### src/pbu_defines.vh
`ifndef PBU_DEFINES_VH
`define PBU_DEFINES_VH

// ****************************************************************
// Port state machine encoding (one-hot)
// ****************************************************************
`define PBU_STATE_W           4
`define PBU_ST_BLOCKED        4'h1
`define PBU_ST_LOCAL_UNBLOCK  4'h2
`define PBU_ST_REMOTE_UNBLOCK 4'h4
`define PBU_ST_OPERATIONAL    4'h8

`endif

### src/pbu_exch_fsm.v
`timescale 1ns/100ps
`include "pbu_defines.vh"

module pbu_exch_fsm (
    input  wire                    clk_i,
    input  wire                    srst_i,
    input  wire                    mgmt_unblock_request_i,
    input  wire                    mgmt_block_command_i,
    input  wire                    acc_unblock_element_i,
    input  wire                    acc_block_element_i,
    input  wire                    acc_block_request_element_i,
    output reg                     exch_unblock_element_o,
    output reg                     exch_block_element_o,
    output reg                     mgmt_unblock_request_o,
    output reg                     mgmt_unblock_indication_o,
    output reg                     mgmt_block_command_o,
    output reg                     mgmt_deferrable_block_request_o,
    output wire [`PBU_STATE_W-1:0] state_o
);

    localparam [`PBU_STATE_W-1:0] EXCH_STATE_BLOCKED        = `PBU_ST_BLOCKED;
    localparam [`PBU_STATE_W-1:0] EXCH_STATE_LOCAL_UNBLOCK  = `PBU_ST_LOCAL_UNBLOCK;
    localparam [`PBU_STATE_W-1:0] EXCH_STATE_REMOTE_UNBLOCK = `PBU_ST_REMOTE_UNBLOCK;
    localparam [`PBU_STATE_W-1:0] EXCH_STATE_OPERATIONAL    = `PBU_ST_OPERATIONAL;

    reg [`PBU_STATE_W-1:0] state_r;
    reg [`PBU_STATE_W-1:0] state_nxt;
    reg                    ub_el_nxt;
    reg                    blk_el_nxt;
    reg                    ubr_nxt;
    reg                    ubi_nxt;
    reg                    bi_nxt;
    reg                    br_nxt;

    assign state_o = state_r;

    // ****************************************************************
    // Next state; one event per cycle, management block first
    // ****************************************************************
    always @* begin
        state_nxt  = state_r;
        ub_el_nxt  = 1'b0;
        blk_el_nxt = 1'b0;
        ubr_nxt    = 1'b0;
        ubi_nxt    = 1'b0;
        bi_nxt     = 1'b0;
        br_nxt     = 1'b0;
        if (mgmt_block_command_i) begin
            blk_el_nxt = 1'b1;
            state_nxt  = EXCH_STATE_BLOCKED;
        end else if (acc_block_element_i) begin
            if (state_r != EXCH_STATE_BLOCKED) begin
                bi_nxt    = 1'b1;
                state_nxt = EXCH_STATE_BLOCKED;
            end
        end else if (mgmt_unblock_request_i) begin
            ub_el_nxt = 1'b1;
            case (state_r)
                EXCH_STATE_BLOCKED: begin
                    state_nxt = EXCH_STATE_LOCAL_UNBLOCK;
                end
                EXCH_STATE_REMOTE_UNBLOCK: begin
                    ubi_nxt   = 1'b1;
                    state_nxt = EXCH_STATE_OPERATIONAL;
                end
                default: begin
                    state_nxt = state_r;
                end
            endcase
        end else if (acc_unblock_element_i) begin
            case (state_r)
                EXCH_STATE_BLOCKED: begin
                    ubr_nxt   = 1'b1;
                    state_nxt = EXCH_STATE_REMOTE_UNBLOCK;
                end
                EXCH_STATE_LOCAL_UNBLOCK: begin
                    ubi_nxt   = 1'b1;
                    state_nxt = EXCH_STATE_OPERATIONAL;
                end
                EXCH_STATE_REMOTE_UNBLOCK: begin
                    ubr_nxt = 1'b1;
                end
                default: begin
                    ubi_nxt = 1'b1;
                end
            endcase
        end else if (acc_block_request_element_i) begin
            // Outside operational this is unexpected and dropped
            if (state_r == EXCH_STATE_OPERATIONAL) begin
                br_nxt = 1'b1;
            end
        end
    end

    always @(posedge clk_i) begin
        if (srst_i) begin
            state_r                         <= EXCH_STATE_BLOCKED;
            exch_unblock_element_o          <= 1'b0;
            exch_block_element_o            <= 1'b0;
            mgmt_unblock_request_o          <= 1'b0;
            mgmt_unblock_indication_o       <= 1'b0;
            mgmt_block_command_o            <= 1'b0;
            mgmt_deferrable_block_request_o <= 1'b0;
        end else begin
            state_r                         <= state_nxt;
            exch_unblock_element_o          <= ub_el_nxt;
            exch_block_element_o            <= blk_el_nxt;
            mgmt_unblock_request_o          <= ubr_nxt;
            mgmt_unblock_indication_o       <= ubi_nxt;
            mgmt_block_command_o            <= bi_nxt;
            mgmt_deferrable_block_request_o <= br_nxt;
        end
    end

endmodule

### src/pbu_port_ctrl.v
`timescale 1ns/100ps
`include "pbu_defines.vh"

// Overview of operation
// - Exchange unblock request: send element, local unblock
// - Access gets exchange unblock: remote, request upward
// - Access unblock request outside operational: send element, advance state except in local unblock
// - Exchange local unblock plus ack: operational
// - Unblock handshake symmetric, either side starts
// - Remote unblock plus peer block: blocked
// - Exchange remote unblock plus request: operational
// - Access on exchange unblock: remote or operational
// - Access on exchange block: indicate, blocked
// - Access block command: send element, blocked
// - Operational deferrable request sends element, state unchanged
// - Operational access unblock request answered locally
// - Operational exchange unblock request re-sends element
// - Undefined events ignored, state unchanged
// - Exchange block command: send element, blocked
// - Exchange forwards access block request upward
// - Indicate entry to and exit from operational

module pbu_port_ctrl (
    input  wire                    clk_i,
    input  wire                    srst_i,
    // Access side management
    input  wire                    acc_mgmt_unblock_request_i,
    input  wire                    acc_mgmt_block_command_i,
    input  wire                    acc_mgmt_deferrable_block_request_i,
    output reg                     acc_mgmt_unblock_request_o,
    output reg                     acc_mgmt_unblock_indication_o,
    output reg                     acc_mgmt_block_command_o,
    output reg                     acc_mgmt_status_valid_o,
    output reg                     acc_mgmt_status_operational_o,
    // Access side elements to and from the exchange peer
    input  wire                    exch_unblock_element_i,
    input  wire                    exch_block_element_i,
    output reg                     acc_unblock_element_o,
    output reg                     acc_block_element_o,
    output reg                     acc_block_request_element_o,
    output wire [`PBU_STATE_W-1:0] acc_state_o,
    // Exchange side management
    input  wire                    exch_mgmt_unblock_request_i,
    input  wire                    exch_mgmt_block_command_i,
    output wire                    exch_mgmt_unblock_request_o,
    output wire                    exch_mgmt_unblock_indication_o,
    output wire                    exch_mgmt_block_command_o,
    output wire                    exch_mgmt_deferrable_block_request_o,
    // Exchange side elements to and from the access peer
    input  wire                    acc_unblock_element_i,
    input  wire                    acc_block_element_i,
    input  wire                    acc_block_request_element_i,
    output wire                    exch_unblock_element_o,
    output wire                    exch_block_element_o,
    output wire [`PBU_STATE_W-1:0] exch_state_o
);

    localparam [`PBU_STATE_W-1:0] ACC_STATE_BLOCKED        = `PBU_ST_BLOCKED;
    localparam [`PBU_STATE_W-1:0] ACC_STATE_LOCAL_UNBLOCK  = `PBU_ST_LOCAL_UNBLOCK;
    localparam [`PBU_STATE_W-1:0] ACC_STATE_REMOTE_UNBLOCK = `PBU_ST_REMOTE_UNBLOCK;
    localparam [`PBU_STATE_W-1:0] ACC_STATE_OPERATIONAL    = `PBU_ST_OPERATIONAL;

    reg [`PBU_STATE_W-1:0] state_r;
    reg [`PBU_STATE_W-1:0] state_nxt;
    reg                    ub_el_nxt;
    reg                    blk_el_nxt;
    reg                    br_el_nxt;
    reg                    ubr_nxt;
    reg                    ubi_nxt;
    reg                    bi_nxt;
    reg                    stat_nxt;

    assign acc_state_o = state_r;

    // ****************************************************************
    // Exchange side machine
    // ****************************************************************
    pbu_exch_fsm u_exch (
        .clk_i                           (clk_i),
        .srst_i                          (srst_i),
        .mgmt_unblock_request_i          (exch_mgmt_unblock_request_i),
        .mgmt_block_command_i            (exch_mgmt_block_command_i),
        .acc_unblock_element_i           (acc_unblock_element_i),
        .acc_block_element_i             (acc_block_element_i),
        .acc_block_request_element_i     (acc_block_request_element_i),
        .exch_unblock_element_o          (exch_unblock_element_o),
        .exch_block_element_o            (exch_block_element_o),
        .mgmt_unblock_request_o          (exch_mgmt_unblock_request_o),
        .mgmt_unblock_indication_o       (exch_mgmt_unblock_indication_o),
        .mgmt_block_command_o            (exch_mgmt_block_command_o),
        .mgmt_deferrable_block_request_o (exch_mgmt_deferrable_block_request_o),
        .state_o                         (exch_state_o)
    );

    // ****************************************************************
    // Access side event arbitration
    // ****************************************************************
    // One-hot winner of the access events. Losers of the same cycle are
    // dropped, so management must not stack requests into one cycle.
    function [4:0] acc_event_pick;
        input blk_cmd;
        input peer_blk;
        input unblk_req;
        input peer_unblk;
        input defer_req;
        begin
            acc_event_pick = 5'h00;
            if (blk_cmd) begin
                acc_event_pick = 5'h10;
            end else if (peer_blk) begin
                acc_event_pick = 5'h08;
            end else if (unblk_req) begin
                acc_event_pick = 5'h04;
            end else if (peer_unblk) begin
                acc_event_pick = 5'h02;
            end else if (defer_req) begin
                acc_event_pick = 5'h01;
            end
        end
    endfunction

    wire [4:0] acc_ev;

    assign acc_ev = acc_event_pick(acc_mgmt_block_command_i, exch_block_element_i, acc_mgmt_unblock_request_i,
                                   exch_unblock_element_i, acc_mgmt_deferrable_block_request_i);

    // ****************************************************************
    // Access side next state
    // ****************************************************************
    // Priority: local block, peer block, local unblock, peer unblock,
    // deferrable request. Blocking wins so a port never unblocks late.
    always @* begin
        state_nxt  = state_r;
        ub_el_nxt  = 1'b0;
        blk_el_nxt = 1'b0;
        br_el_nxt  = 1'b0;
        ubr_nxt    = 1'b0;
        ubi_nxt    = 1'b0;
        bi_nxt     = 1'b0;
        stat_nxt   = 1'b0;
        if (acc_ev[4]) begin
            blk_el_nxt = 1'b1;
            state_nxt  = ACC_STATE_BLOCKED;
        end else if (acc_ev[3]) begin
            if (state_r != ACC_STATE_BLOCKED) begin
                bi_nxt    = 1'b1;
                state_nxt = ACC_STATE_BLOCKED;
            end
        end else if (acc_ev[2]) begin
            case (state_r)
                ACC_STATE_BLOCKED: begin
                    ub_el_nxt = 1'b1;
                    state_nxt = ACC_STATE_LOCAL_UNBLOCK;
                end
                ACC_STATE_LOCAL_UNBLOCK: begin
                    ub_el_nxt = 1'b1;
                end
                ACC_STATE_REMOTE_UNBLOCK: begin
                    ub_el_nxt = 1'b1;
                    ubi_nxt   = 1'b1;
                    state_nxt = ACC_STATE_OPERATIONAL;
                end
                default: begin
                    // Local status check, nothing goes to the peer
                    stat_nxt = 1'b1;
                end
            endcase
        end else if (acc_ev[1]) begin
            case (state_r)
                ACC_STATE_BLOCKED: begin
                    ubr_nxt   = 1'b1;
                    state_nxt = ACC_STATE_REMOTE_UNBLOCK;
                end
                ACC_STATE_LOCAL_UNBLOCK: begin
                    ubi_nxt   = 1'b1;
                    state_nxt = ACC_STATE_OPERATIONAL;
                end
                ACC_STATE_REMOTE_UNBLOCK: begin
                    ubr_nxt = 1'b1;
                end
                default: begin
                    // Verification from the exchange: re-acknowledge
                    ub_el_nxt = 1'b1;
                    ubi_nxt   = 1'b1;
                end
            endcase
        end else if (acc_ev[0]) begin
            // Only meaningful while operational, else ignored
            if (state_r == ACC_STATE_OPERATIONAL) begin
                br_el_nxt = 1'b1;
            end
        end
    end

    // ****************************************************************
    // Access side registers
    // ****************************************************************
    always @(posedge clk_i) begin
        if (srst_i) begin
            state_r                       <= ACC_STATE_BLOCKED;
            acc_unblock_element_o         <= 1'b0;
            acc_block_element_o           <= 1'b0;
            acc_block_request_element_o   <= 1'b0;
            acc_mgmt_unblock_request_o    <= 1'b0;
            acc_mgmt_unblock_indication_o <= 1'b0;
            acc_mgmt_block_command_o      <= 1'b0;
            acc_mgmt_status_valid_o       <= 1'b0;
            acc_mgmt_status_operational_o <= 1'b0;
        end else begin
            state_r                       <= state_nxt;
            acc_unblock_element_o         <= ub_el_nxt;
            acc_block_element_o           <= blk_el_nxt;
            acc_block_request_element_o   <= br_el_nxt;
            acc_mgmt_unblock_request_o    <= ubr_nxt;
            acc_mgmt_unblock_indication_o <= ubi_nxt;
            acc_mgmt_block_command_o      <= bi_nxt;
            acc_mgmt_status_valid_o       <= stat_nxt;
            acc_mgmt_status_operational_o <= stat_nxt;
        end
    end

endmodule

### config.mk
export PLATFORM = sky130hd
export DESIGN_NAME = pbu_port_ctrl
export DESIGN_NICKNAME = d
export VERILOG_FILES = /design/src/pbu_exch_fsm.v /design/src/pbu_port_ctrl.v
export VERILOG_INCLUDE_DIRS = /design/src
export SDC_FILE = /design/constraint.sdc
export NUM_CORES = 1
export LEC_CHECK = 0
export ABC_AREA = 1
export BUFFER_PORTS_ARGS = -buffer_cell sky130_fd_sc_hd__buf_2
export CAP_MARGIN = 10
export CORE_ASPECT_RATIO = 1.75
export CORE_MARGIN = 2
export CORE_UTILIZATION = 40
export CTS_BUF_LIST = sky130_fd_sc_hd__clkbuf_4 sky130_fd_sc_hd__clkbuf_8 sky130_fd_sc_hd__clkbuf_16
export DETAILED_ROUTE_END_ITERATION = 7
export GPL_TIMING_DRIVEN = 1
export PLACE_DENSITY = 0.65
export SYNTH_ARGS = -nofsm -noshare
export SYNTH_HDL_FRONTEND = slang
export SYNTH_SLANG_ARGS = --single-unit
### constraint.sdc
create_clock -name clk_i -period 1.91 [get_ports clk_i]
set_input_delay 0.382 -clock clk_i [delete_from_list [all_inputs] [get_ports clk_i]]
set_output_delay 0.382 -clock clk_i [all_outputs]
set_load 0.1 [all_outputs]
==> PnR_summary.wiki <==
{| class="wikitable"
! Metric !! Value
|-
| Run status || completed
|-
| H-tree depth || 1
|-
| TritonCTS buffer count || 3
|-
| Relative area change from synthesis to final layout || 20.7%
|-
| Post-synthesis area per instance || 7.47 µm²
|-
| Final hold violations || 0
|-
| DRC marker count from the first detailed-route iteration || 44
|-
| Sequential fraction of the synthesis area || 39.1%
|-
| Area of the core || 2520 µm²
|-
| Crit-path leading delay family || buffers and inverters
|-
| Total Routing Usage GR || 15.7%
|-
| First-pass iteration count of the detailed router || 4
|-
| Buf+Inv Stages, Crit Path || 1
|-
| Net switching fraction of the power || 36.1%
|-
| Final worst slack || 0.324 ns
|-
| Clock edge transition at the registers on the reported setup and hold paths || 0.07 ns
|-
| Path class of the lowest-slack min-delay path || in -> reg
|-
| Worst ir drop on vdd || 0.494 mV
|-
| Die area || 3140 µm²
|-
| Initial antenna violation count || 0
|-
| Number of inserted diodes || 0
|-
| Post-route core utilization || 51.5%
|-
| Initial standard-cell utilization of the core || 42.7%
|-
| Post-layout net count || 191
|-
| Total negative slack for setup checks || 0 ns
|-
| Count of warnings emitted by yosys || 0
|-
| Most frequent standard cell in the layout excluding fill and tap cells || buf_2
|-
| Worst slew margin relative to its limit || 67.5%
|-
| Number of resized instances in the post-cts repair step || 0
|-
| Std-Cell Rows || 24
|-
| Total number of vias || 992
|-
| Highest-count cells in the layout ignoring fill and taps || buf_2, nand2_1, nor2_1
|-
| Detailed-placement wirelength estimate || 1.86 mm
|-
| Arrival time worst endpoint || 1.20 ns
|-
| Max_cap viols || 0
|-
| Count of input and output buffers || 33
|-
| Power share of the sequential group || 43.4%
|-
| Clock tree from TritonCTS || done
|-
| Cells along the critical path || buf_2
|-
| Y dimension of the die || 72.6 µm
|-
| Worst Path Required || 1.53 ns
|-
| Worst Skew || 0.00203 ns
|-
| Io pins || 34
|-
| Post-Syn Area || 1080 µm²
|-
| Setup crit start kind || flop
|-
| Upper clock frequency limit || 0.631 GHz
|-
| Count of different cell masters after synthesis || 26
|-
| Combinational cell fraction of total power || 28.8%
|-
| Leakage component of the power || 0.668 nW
|-
| Hold-critical path depth || 3
|-
| Buffer count from post-CTS setup fixing || 0
|-
| Routed wire length per instance || 11.5 µm
|-
| Unrepaired setup endpoints after global routing || false
|-
| Least-Margin Pin Slew || 0.491 ns
|-
| Register-to-register setup slack || 0.64 ns
|-
| Total overflow reported by the global router || 0
|-
| DR vias/cell || 4.86
|-
| Crit end category || primary output
|-
| CP Max Fanout || 5
|-
| Relative contribution of the clock network to total power || 27.8%
|-
| Maximum number of pins on one net before global-route repair || 12
|-
| CTS hold repair buffers || 0
|-
| Areal power density over the cells || 827 nW/µm²
|-
| Internal power summed over all cells || 0.686 mW
|-
| Worst Path Class, Setup || reg -> out
|-
| Final worst-path cycle share || 83.0%
|-
| Hold slack final || 0.341 ns
|-
| Total routed wirelength || 2.34 mm
|-
| Largest incremental delay on the critical path || 0.48 ns
|-
| Count of pins over their slew limit || 0
|-
| Seq cells post-synth || 21
|-
| Worst-case clock buffer depth || 2
|-
| Net count after synthesis || 156
|-
| Critical Path Slowest Stage Cell || buf_2
|-
| Fraction of final layout cells sized beyond drive strength 1 || 35.4%
|-
| Count of endpoints failing setup in the final report || 0
|-
| Via count of the first global-routing pass || 928
|-
| Library cell used as clock root buffer || clkbuf_8
|-
| Worst r2r path cells || 7
|-
| Weighted congestion reported at the end of routability-driven placement || 0.919
|-
| Die span in x || 43.2 µm
|-
| Power spent charging and discharging nets || 0.388 mW
|-
| Residual DRC count || 0
|-
| Number of cells produced by synthesis || 144
|-
| Number of antenna-violating nets in the routed design || 0
|-
| Setup WS pre-CTS || 0.563 ns
|-
| Shortest clock period the worst path allows after layout || 1.59 ns
|-
| CTS sink count || 21
|-
| Insertion delay to the later sink of the worst-skew pair || 0.25 ns
|-
| Levels on crit path || 1
|-
| Global-route wire length before repair || 3.88 mm
|}
[synth_stat cells]
| cell type | instances | share of area (%) |
|---|---|---|
| nand3_4 | 2 | 3.3 |
| o21ai_1 | 3 | 1.4 |
| dfxtp_1 | 21 | 39 |
| nor2_4 | 4 | 4.2 |
| nor2_2 | 5 | 2.9 |
| inv_1 | 19 | 6.6 |
| a22oi_1 | 1 | 0.70 |
| nor2_1 | 22 | 7.7 |
| o211ai_1 | 1 | 0.70 |
| buf_6 | 1 | 1.0 |
| a21oi_2 | 1 | 0.81 |
| buf_4 | 1 | 0.70 |
| a211oi_1 | 1 | 0.70 |
| buf_2 | 1 | 0.46 |
| nor3_1 | 4 | 1.9 |
| nand2_4 | 3 | 3.1 |
| nand3_1 | 9 | 4.2 |
| nand2_1 | 24 | 8.4 |
| nand3_2 | 4 | 3.7 |
| nand2_2 | 3 | 1.7 |
| nor4_1 | 2 | 1.2 |
| inv_2 | 3 | 1.0 |
| a21oi_1 | 3 | 1.4 |
| nand4_1 | 2 | 1.2 |
| o21ai_0 | 3 | 1.4 |
| inv_4 | 1 | 0.58 |
[final cells by class]
type | instances | area [µm²]
well taps | 26 | 32.5
inverters | 23 | 88.8
flip-flops and latches | 21 | 420
multi-input cells | 97 | 543
repair buffers | 33 | 165
fillers | 274 | 1220
clock buffers | 4 | 48.8
[power by group through the flow]
| stage | Sequential (mW) | Clock (mW) | Combinational (mW) |
|---|---|---|---|
| 3_3_place_gp | 0.477 | 0 | 0.304 |
| 6_report | 0.467 | 0.299 | 0.309 |
| 5_1_grt | 0.469 | 0.318 | 0.331 |
| 2_1_floorplan | 0.588 | 0 | 0.142 |
| 3_5_place_dp | 0.477 | 0 | 0.308 |
| 4_1_cts | 0.466 | 0.304 | 0.309 |
[layer usage]
| layer | vias to the layer above | part of all wire (%) | global-route usage (%) |
|---|---|---|---|
| met3 | 2 | 4.7 | 1.73 |
| met2 | 30 | 50 | 29.2 |
| met5 | - | 0 | 0 |
| met1 | 437 | 44 | 18.0 |
| li1 | 523 | - | - |
| met4 | 0 | 0.90 | 5.05 |
[per-stage QoR]
stage	power [mW]	area, µm²	cells
floorplan	0.730	1080	144
global placement	0.781	1250	200
detailed placement	0.785	1250	200
CTS	1.08	1300	204
global route	1.12	1300	204
finish	1.07	1300	204
[kinds of logic (layout without fill, tap and decap cells)]
family | Yosys count | in the layout | synth area share [%]
AND/OR/NAND/NOR | 84 | 84 | 43.4
buffers and inverters | 26 | 60 | 10.5
AO/OA/AOI/OAI | 13 | 13 | 7.09
flip-flops | 21 | 21 | 39.1
[path summary, 6_finish.rpt]
kind | from | endpoint
max | u_exch.state_o[1]$_SDFFE_PP0P_ | exch_state_o[1]
min | exch_mgmt_block_command_i | u_exch.exch_block_element_o$_SDFF_PP0_
max reg2reg | acc_state_o[0]$_SDFFE_PP1P_ | acc_state_o[3]$_SDFFE_PP0P_
min reg2reg | acc_state_o[3]$_SDFFE_PP0P_ | acc_block_request_element_o$_SDFF_PP0_
No activity file was read; power rests on OpenSTA's default activity.
